<file path="config.mk">
export PLATFORM = sky130hd
export DESIGN_NAME = status_event_reporting
export DESIGN_NICKNAME = d
export VERILOG_FILES = /design/src/status_pkg.sv /design/src/status_event_reporting.sv
export SDC_FILE = /design/constraint.sdc
export NUM_CORES = 1
export LEC_CHECK = 0
export BUFFER_PORTS_ARGS = -buffer_cell sky130_fd_sc_hd__buf_2
export CAP_MARGIN = 25
export CORE_ASPECT_RATIO = 1.2
export CORE_MARGIN = 4
export CORE_UTILIZATION = 51
export DETAILED_ROUTE_END_ITERATION = 8
export PLACE_DENSITY = 0.79
export RECOVER_POWER = 50
export SYNTH_ARGS = -nofsm -noshare
export SYNTH_HDL_FRONTEND = slang
export SYNTH_SLANG_ARGS = --single-unit
</file>
<file path="constraint.sdc">
create_clock -name i_clk -period 1.5 [get_ports i_clk]
set_input_delay 0.15 -clock i_clk [delete_from_list [all_inputs] [get_ports i_clk]]
set_output_delay 0.15 -clock i_clk [all_outputs]
set_load 0.03 [all_outputs]
</file>
<file path="src/status_pkg.sv">
// Shared constants and carrier types for the status and event reporting block.
package status_pkg;

    localparam int unsigned REG_W = 16;

    // Register selectors used on the command port.
    localparam logic [3:0] SEL_REF_COND = 4'h0;
    localparam logic [3:0] SEL_REF_EVT  = 4'h1;
    localparam logic [3:0] SEL_REF_EN   = 4'h2;
    localparam logic [3:0] SEL_PF_COND  = 4'h3;
    localparam logic [3:0] SEL_PF_EN    = 4'h4;
    localparam logic [3:0] SEL_PF_EVT   = 4'h5;
    localparam logic [3:0] SEL_ACT_COND = 4'h6;
    localparam logic [3:0] SEL_ACT_EN   = 4'h7;
    localparam logic [3:0] SEL_ACT_EVT  = 4'h8;

    // Implemented bits of each group; all other bits read zero.
    localparam logic [15:0] REF_VALID = 16'h001f;
    localparam logic [15:0] PF_VALID  = 16'h00ff;
    localparam logic [15:0] ACT_VALID = 16'h4109;

    // Activity bit positions.
    localparam int unsigned ACT_CAL_BIT  = 0;
    localparam int unsigned ACT_SWP_BIT  = 3;
    localparam int unsigned ACT_AVG_BIT  = 8;
    localparam int unsigned ACT_PROG_BIT = 14;

    // Summary bit positions.
    localparam int unsigned WARN_REF_BIT = 5;
    localparam int unsigned WARN_PF_BIT  = 9;
    localparam int unsigned SB_WARN_BIT  = 3;
    localparam int unsigned SB_ACT_BIT   = 7;

    localparam logic [15:0] REG_RESET = 16'h0000;
    localparam logic [7:0]  SB_RESET  = 8'h00;

    typedef struct packed {
        logic        valid;
        logic        write;
        logic [3:0]  sel;
        logic [15:0] wdata;
    } cmd_s;

    typedef struct packed {
        logic        valid;
        logic [15:0] data;
    } rsp_s;

    typedef struct packed {
        logic calibrating;
        logic sweeping;
        logic averaging;
        logic prog_running;
    } activity_s;

endpackage

</file>
<file path="src/status_event_reporting.sv">
// Condition, event and enable registers with their summary bits.
`timescale 1ns/1ps

// Operation
// - Reference-lock events latch bits 0 to 4; other bits read zero.
// - Reading reference-lock events returns them, clears them and warning bit 5.
// - Pass/fail condition holds eight live failure bits, two per channel.
// - Reading pass/fail condition returns it without clearing.
// - Pass/fail enable mask is read/write and gates events into warning bit 9.
// - Pass/fail events latch the same eight bits; bits above 7 read zero.
// - Reading pass/fail events returns them, clears them and warning bit 9.
// - Activity condition shows calibrating, sweeping, averaging, program running.
// - Reading activity condition returns it without clearing.
// - Activity enable mask is read/write and gates events into status bit 7.
// - Activity events set when calibration, sweep, averaging or program ends.
// - Reading activity events returns them, clears them and status bit 7.
// - Reference-lock enable mask is read/write and gates events into warning bit 5.
// - Any warning summary bit set shows in status byte bit 3.
module status_event_reporting (
    // Clock and reset
    input  wire logic                  i_clk,
    input  wire logic                  i_srst,
    // Command port
    input  wire status_pkg::cmd_s      i_cmd,
    output status_pkg::rsp_s           o_rsp,
    // Live instrument state
    input  wire logic [4:0]            i_ref_lock_state,
    input  wire logic [7:0]            i_trace_fail,
    input  wire status_pkg::activity_s i_activity,
    // Summary outputs
    output logic [15:0]                o_warning_summary,
    output logic [7:0]                 o_status_byte
);

    function automatic logic summary(input logic [15:0] ev, input logic [15:0] en);
        summary = |(ev & en);
    endfunction

    logic [15:0] ref_cond_q, ref_cond_d, pf_cond_q, pf_cond_d, act_cond_q, act_cond_d;
    logic [15:0] ref_ev_q, ref_ev_d, pf_ev_q, pf_ev_d, act_ev_q, act_ev_d;
    logic [15:0] ref_en_q, ref_en_d, pf_en_q, pf_en_d, act_en_q, act_en_d;
    logic [15:0] ref_rise, pf_rise, act_fall;
    logic [15:0] warn_d;
    logic [7:0]  sb_d;
    logic        rd, wr, clr_ref, clr_pf, clr_act;
    status_pkg::rsp_s rsp_d;

    always_comb begin
        rd = i_cmd.valid && !i_cmd.write;
        wr = i_cmd.valid && i_cmd.write;
        clr_ref = rd && (i_cmd.sel == status_pkg::SEL_REF_EVT);
        clr_pf = rd && (i_cmd.sel == status_pkg::SEL_PF_EVT);
        clr_act = rd && (i_cmd.sel == status_pkg::SEL_ACT_EVT);

        // Live conditions, placed at their documented bit positions.
        ref_cond_d = 16'(i_ref_lock_state) & status_pkg::REF_VALID;
        pf_cond_d = 16'(i_trace_fail) & status_pkg::PF_VALID;
        act_cond_d = status_pkg::REG_RESET;
        act_cond_d[status_pkg::ACT_CAL_BIT] = i_activity.calibrating;
        act_cond_d[status_pkg::ACT_SWP_BIT] = i_activity.sweeping;
        act_cond_d[status_pkg::ACT_AVG_BIT] = i_activity.averaging;
        act_cond_d[status_pkg::ACT_PROG_BIT] = i_activity.prog_running;

        // Faults latch on entry; activities latch on completion.
        ref_rise = ref_cond_d & ~ref_cond_q;
        pf_rise = pf_cond_d & ~pf_cond_q;
        act_fall = act_cond_q & ~act_cond_d;

        // A clearing read drops old bits only; new events in the same cycle survive.
        ref_ev_d = (clr_ref ? status_pkg::REG_RESET : ref_ev_q) | ref_rise;
        pf_ev_d = (clr_pf ? status_pkg::REG_RESET : pf_ev_q) | pf_rise;
        act_ev_d = (clr_act ? status_pkg::REG_RESET : act_ev_q) | act_fall;

        ref_en_d = ref_en_q;
        pf_en_d = pf_en_q;
        act_en_d = act_en_q;
        if (wr) begin
            case (i_cmd.sel)
                status_pkg::SEL_REF_EN: ref_en_d = i_cmd.wdata & status_pkg::REF_VALID;
                status_pkg::SEL_PF_EN: pf_en_d = i_cmd.wdata & status_pkg::PF_VALID;
                status_pkg::SEL_ACT_EN: act_en_d = i_cmd.wdata & status_pkg::ACT_VALID;
                default: ;
            endcase
        end

        rsp_d.valid = rd;
        rsp_d.data = status_pkg::REG_RESET;
        if (rd) begin
            case (i_cmd.sel)
                status_pkg::SEL_REF_COND: rsp_d.data = ref_cond_q;
                status_pkg::SEL_REF_EVT: rsp_d.data = ref_ev_q;
                status_pkg::SEL_REF_EN: rsp_d.data = ref_en_q;
                status_pkg::SEL_PF_COND: rsp_d.data = pf_cond_q;
                status_pkg::SEL_PF_EN: rsp_d.data = pf_en_q;
                status_pkg::SEL_PF_EVT: rsp_d.data = pf_ev_q;
                status_pkg::SEL_ACT_COND: rsp_d.data = act_cond_q;
                status_pkg::SEL_ACT_EN: rsp_d.data = act_en_q;
                status_pkg::SEL_ACT_EVT: rsp_d.data = act_ev_q;
                default: rsp_d.data = status_pkg::REG_RESET;
            endcase
        end

        warn_d = status_pkg::REG_RESET;
        warn_d[status_pkg::WARN_REF_BIT] = summary(ref_ev_q, ref_en_q);
        warn_d[status_pkg::WARN_PF_BIT] = summary(pf_ev_q, pf_en_q);
        sb_d = status_pkg::SB_RESET;
        sb_d[status_pkg::SB_WARN_BIT] = |warn_d;
        sb_d[status_pkg::SB_ACT_BIT] = summary(act_ev_q, act_en_q);
    end

    always_ff @(posedge i_clk) begin
        if (i_srst) begin
            ref_cond_q <= status_pkg::REG_RESET;
            pf_cond_q <= status_pkg::REG_RESET;
            act_cond_q <= status_pkg::REG_RESET;
            ref_ev_q <= status_pkg::REG_RESET;
            pf_ev_q <= status_pkg::REG_RESET;
            act_ev_q <= status_pkg::REG_RESET;
            ref_en_q <= status_pkg::REG_RESET;
            pf_en_q <= status_pkg::REG_RESET;
            act_en_q <= status_pkg::REG_RESET;
            o_rsp <= '0;
            o_warning_summary <= status_pkg::REG_RESET;
            o_status_byte <= status_pkg::SB_RESET;
        end else begin
            ref_cond_q <= ref_cond_d;
            pf_cond_q <= pf_cond_d;
            act_cond_q <= act_cond_d;
            ref_ev_q <= ref_ev_d;
            pf_ev_q <= pf_ev_d;
            act_ev_q <= act_ev_d;
            ref_en_q <= ref_en_d;
            pf_en_q <= pf_en_d;
            act_en_q <= act_en_d;
            o_rsp <= rsp_d;
            o_warning_summary <= warn_d;
            o_status_byte <= sb_d;
        end
    end
endmodule

</file>
# Word level (Yosys, flattened, before mapping)
# Cells that the tools add are included.
# word_totals
ff_bits,154
out_inout_bits,41
# op_classes
eq_ne,8
muxes,4
n_bitwise,13
n_reduce_logical,15
# ops
op,count
16-bit case mux with 9 select lines,1
16-bit two-way mux,3
16-bit OR,3
16-bit OR reduction,3
16-bit NOT,2
32-bit OR reduction,1
16-bit by 15-bit bitwise AND with 16-bit output,1
16-bit bitwise AND,1
16-bit by 5-bit bitwise AND with 16-bit output,1
16-bit by 8-bit bitwise AND with 16-bit output,1
5-bit by 16-bit bitwise AND with 16-bit output,1
8-bit by 16-bit bitwise AND with 16-bit output,1
"4-bit by 3-bit == test with 1-bit output, second input constant",4
15-bit NOT with 16-bit output,1
"4-bit by 2-bit == test with 1-bit output, second input constant",2
2-bit AND reduction,3
1-bit logical AND,5
"4-bit by 1-bit == test with 1-bit output, second input constant",1
"4-bit == test, second input constant",1
4-bit logical NOT,1
2-bit OR reduction,1
1-bit logical NOT,1
1-bit NOT,1

# Depth between registers and ports, before layout
# depth
ltp_word,5
depth_mapped,6

# Least setup slack after synthesis
# OpenSTA, ideal clock, no wires.
# synth_path
path_kind,input-to-reg
from,in i_cmd[19] (netlist bit)
to,reg pf_en_q[0]
setup_ps,128
arrival_ps,1200
required_ps,1372
slack_ps,173
path_stages,5
n_path_buf,1
path_cell_list,buf_6 -> nand2b_4 -> nor4_4 -> mux2i_1 -> nor2_1
# synth_via
elab_chain_len,2
# synth_rtl
item,line_no,text
start: declaration,status_event_reporting.sv:24,"input wire status_pkg::cmd_s i_cmd,"
4-bit by 3-bit == test with 1-bit output,status_event_reporting.sv:78,case (i_cmd.sel)
2-bit AND reduction (no line),--,
end signal: assignment,status_event_reporting.sv:120,pf_en_q <= status_pkg::REG_RESET;
end signal: assignment,status_event_reporting.sv:133,pf_en_q <= pf_en_d;
end: declaration,status_event_reporting.sv:41,"logic [15:0] ref_en_q, ref_en_d, pf_en_q, pf_en_d, act_en_q, act_en_d;"
# Every way passes these cells.
# A chain may end at the register's enable or synchronous reset.

# Worst setup path in the final report
# layout_path
from,reg ref_ev_q[0]
to,reg o_status_byte[3]
# layout_via
elab_chain_len,2
# layout_rtl
item,line_no,text
start: declaration,status_event_reporting.sv:40,"logic [15:0] ref_ev_q, ref_ev_d, pf_ev_q, pf_ev_d, act_ev_q, act_ev_d;"
start signal: assignment,status_event_reporting.sv:116,ref_ev_q <= status_pkg::REG_RESET;
start signal: assignment,status_event_reporting.sv:129,ref_ev_q <= ref_ev_d;
16-bit by 5-bit bitwise AND with 16-bit output,status_event_reporting.sv:36,summary = |(ev & en);
32-bit OR reduction,status_event_reporting.sv:107,sb_d[status_pkg::SB_WARN_BIT] = |warn_d;
end signal: assignment,status_event_reporting.sv:124,o_status_byte <= status_pkg::SB_RESET;
end: declaration,status_event_reporting.sv:32,output logic [7:0] o_status_byte
# Every way passes these cells.

==> impl_metrics.csv <==
group,metric,value,unit
setup_path,rr_startpoint,"ref_ev_q[0]",
synth,yosys.cell_types.count,40,
sta,worst-slew-pin-transition,0.616,ns
setup_path,worst-path-max-fanout,3,
grt,grt-ovfl-total,0,
grt,global_route_wire_length_before_repair,10400,microns
routing,detailedRoute.firstIterationViolations,127,
routing,drt_wl_total,6520,microns
setup_path,worst-setup-path-type,"reg2reg",
sta,grt_setup_unrepaired,"false",
routing,post_drt_via_cell_ratio,5.25,
setup_path,critPathRequiredTime,1.72,ns
setup_path,critical_path.startpoint_type,"register",
synth,ys.warnings.count,0,
sta,finalSetupViolations,0,
grt,maximum_number_of_pins_on_one_net_before_global_route_repair,19,
clock_network,cts_setup_buffers,0,
grt,groute.usage.overall,19.7,%
floorplan,placementRows,29,
sta,hold_ws,0.0441,ns
setup_path,ff2ff_path_depth,3,
clock_network,htree_num_levels,3,
clock_network,cts_resized,0,
worst_hold_path,class_of_the_worst_hold_path,"in2reg",
clock_network,sink_count,66,
clock_network,postCtsHoldBufs,0,
run_status,result_of_the_run,"finished clean",
finish,num-fill-cells,495,
clock_network,clkTransAtPathRegs,0.06,ns
finish,final_cell_mix,"dfxtp_1 (66), nor2_1 (35), buf_2 (33)",
synth,synth_area,2830,sq um
floorplan,design.core.area,5330,sq um
synth,synth.yosys.seq_area_share,46.7,%
sta,slew-limit-headroom,59.0,%
setup_path,crit_path_end_kind,"register",
finish,final_layout_size_suffix_gt1_share,20.7,%
synth,postSynthRegisterBits,66,
sta,finalCritPeriodShare,86.5,%
routing,vias,2175,
worst_hold_path,min_to,"act_cond_q[8]",
pwr,total_leakage_power,1.33,nW
synth,yosys-top-cells-area,"dfxtp_1 (47%), mux2i_1 (8.9%), buf_4 (7.4%)",
finish,antenna-diode-count,0,
floorplan,die_x,76.0,microns
sta,final_layout_setup_total_negative_slack,0,ns
clock_network,clock-root-buffer,"clkbuf_8",
setup_path,critical_path_arrival,1.52,ns
sta,fmax,771,MHz
sta,timing.final.hold_violations,0,
worst_hold_path,timing.hold.worst_path_depth,2,
clock_network,worstSkewPairLatency,0.33,ns
synth,ys.flop_type,"dfxtp_1",
finish,areaGrowthSynthToFinish,14.1,%
routing,drc_errors,0,
routing,final_ant_viol_nets,0,
pwr,powerDensity,1090,nW/um^2
synth,async_flop_share,0,%
synth,post-synth-top-area-cell,"dfxtp_1",
routing,post_detailed_route_wirelength_per_cell,15.8,microns
clock_network,cts_tree,"built",
floorplan,die_area,6800,sq um
routing,drt-pass1-iter-count,4,
worst_hold_path,timing.hold.worst.start,"i_activity[1]",
floorplan,initial_utilization,53.0,%
floorplan,fp.dieH,89.6,microns
clock_network,cts-root-to-sink-buffers,2,
sta,timing.final.max_slew_violations,0,
synth,synth.avg_cell_area,9.92,sq um
place,place.gp.congestion,0.856,
flow_run,cap_viol_max_count,0,
finish,finish.net_count,390,
setup_path,worstReg2RegEnd,"o_status_byte[3]",
finish,layout_commonest_cell,"dfxtp_1",
place,numPortBuffers,49,
synth,synthDominantCellAreaShare,46.7,%
clock_network,numCtsBuffers,9,
place,post_dp_hpwl,4960,microns
grt,grt_pass1_vias,2251,
synth,synth_enable_flop_cells,0,
sta,finalWorstPathRequiredPeriod,1.30,ns
setup_path,worst-r2r-setup-slack,0.20,ns
synth,postSynthCellCount,285,
grt,grt_antenna_before_repair,0,
pwr,max-vdd-ir-drop,0.552,mV
sta,fin_worst_skew,0.00423,ns
floorplan,design.portCount,82,
[worst max-delay path, stage by stage, from the launching register on]
cell	delay, ns
dfxtp_1	0.34
a222oi_1	0.35
a21oi_1	0.16
or2_2	0.33
[cell usage after synthesis (2+ instances only)]
library cell	number
dfxtp_1	66
nor2_1	35
buf_4	28
mux2i_1	25
nor2b_1	24
inv_1	15
a22o_1	14
a21oi_1	12
a22oi_1	11
mux2_2	8
nand2_1	5
buf_2	4
clkbuf_1	4
a31oi_1	3
nor3_1	3
a32oi_1	2
mux4_2	2
nand2b_1	2
[metrics by stage]
stage	total power (W)	std cells	setup slack, ns	util, %	cell area [sq um]
after floorplan	0.00224	310	0.173	-	2920
after global placement	0.00231	400	0.138	58.3	3110
after detailed placement	0.00233	400	0.0688	58.3	3110
after CTS	0.00355	414	0.204	61.3	3270
after global routing	0.00366	414	0.105	60.5	3230
final	0.00351	414	0.203	60.5	3230
[cell type report]
class / count / area (sq um) / area share [%]
tap: 62 / 77.6 / 2.40
sequential: 66 / 1320 / 41.0
clock buffer: 11 / 141 / 4.38
multi-input combinational: 191 / 1270 / 39.4
timing repair buffer: 66 / 342 / 10.6
inverter: 15 / 56.3 / 1.75
clock inverter: 3 / 17.5 / 0.543
[worst max-delay path by stage]
stage,start,endpoint,slack [ns],cells after the start
after floorplan,i_cmd[19],pf_en_q[0],0.17,5
final,ref_ev_q[0],o_status_byte[3],0.20,3
after detailed placement,i_cmd[17],ref_en_q[3],0.07,5
after CTS,ref_ev_q[0],o_status_byte[3],0.20,3
after global placement,i_cmd[16],pf_en_q[0],0.14,6
after global routing,i_srst,pf_ev_q[1],0.11,4
[flip-flops by register name (all words and copies together) (netlist names)]
signal,flops
o_rsp,11
ref_cond_q,5
act_en_q,4
act_cond_q,4
pf_cond_q,8
ref_ev_q,5
act_ev_q,4
o_status_byte,2
ref_en_q,5
pf_ev_q,8
pf_en_q,8
o_warning_summary,2
[metal layers]
metal	up-vias	global-route usage [%]	wire length, microns
met5	-	0	0
met4	0	14.6	246
met3	20	4.13	321
met2	71	33.6	3290
met1	1026	21.7	2660
li1	1058	-	-
[kinds of logic (layout without fill, tap and decap cells)]
kind of cell / after synthesis / after routing / synth area share [%]
buffers and inverters: 53 / 95 / 11.2
other: 1 / 26 / 0.133
multiplexers: 35 / 35 / 13.6
flip-flops: 66 / 66 / 46.7
AND/OR/NAND/NOR: 80 / 80 / 15.4
AO/OA/AOI/OAI: 50 / 50 / 12.9
[report_power, final]
group	total [W]	switching, W	internal (W)	leakage [nW]
sequential	0.00188	0.0000557	0.00183	0.541
clock	0.00122	0.000602	0.000620	0.0810
combinational	0.000403	0.000250	0.000154	0.703
No activity file was read; power rests on OpenSTA's default activity.
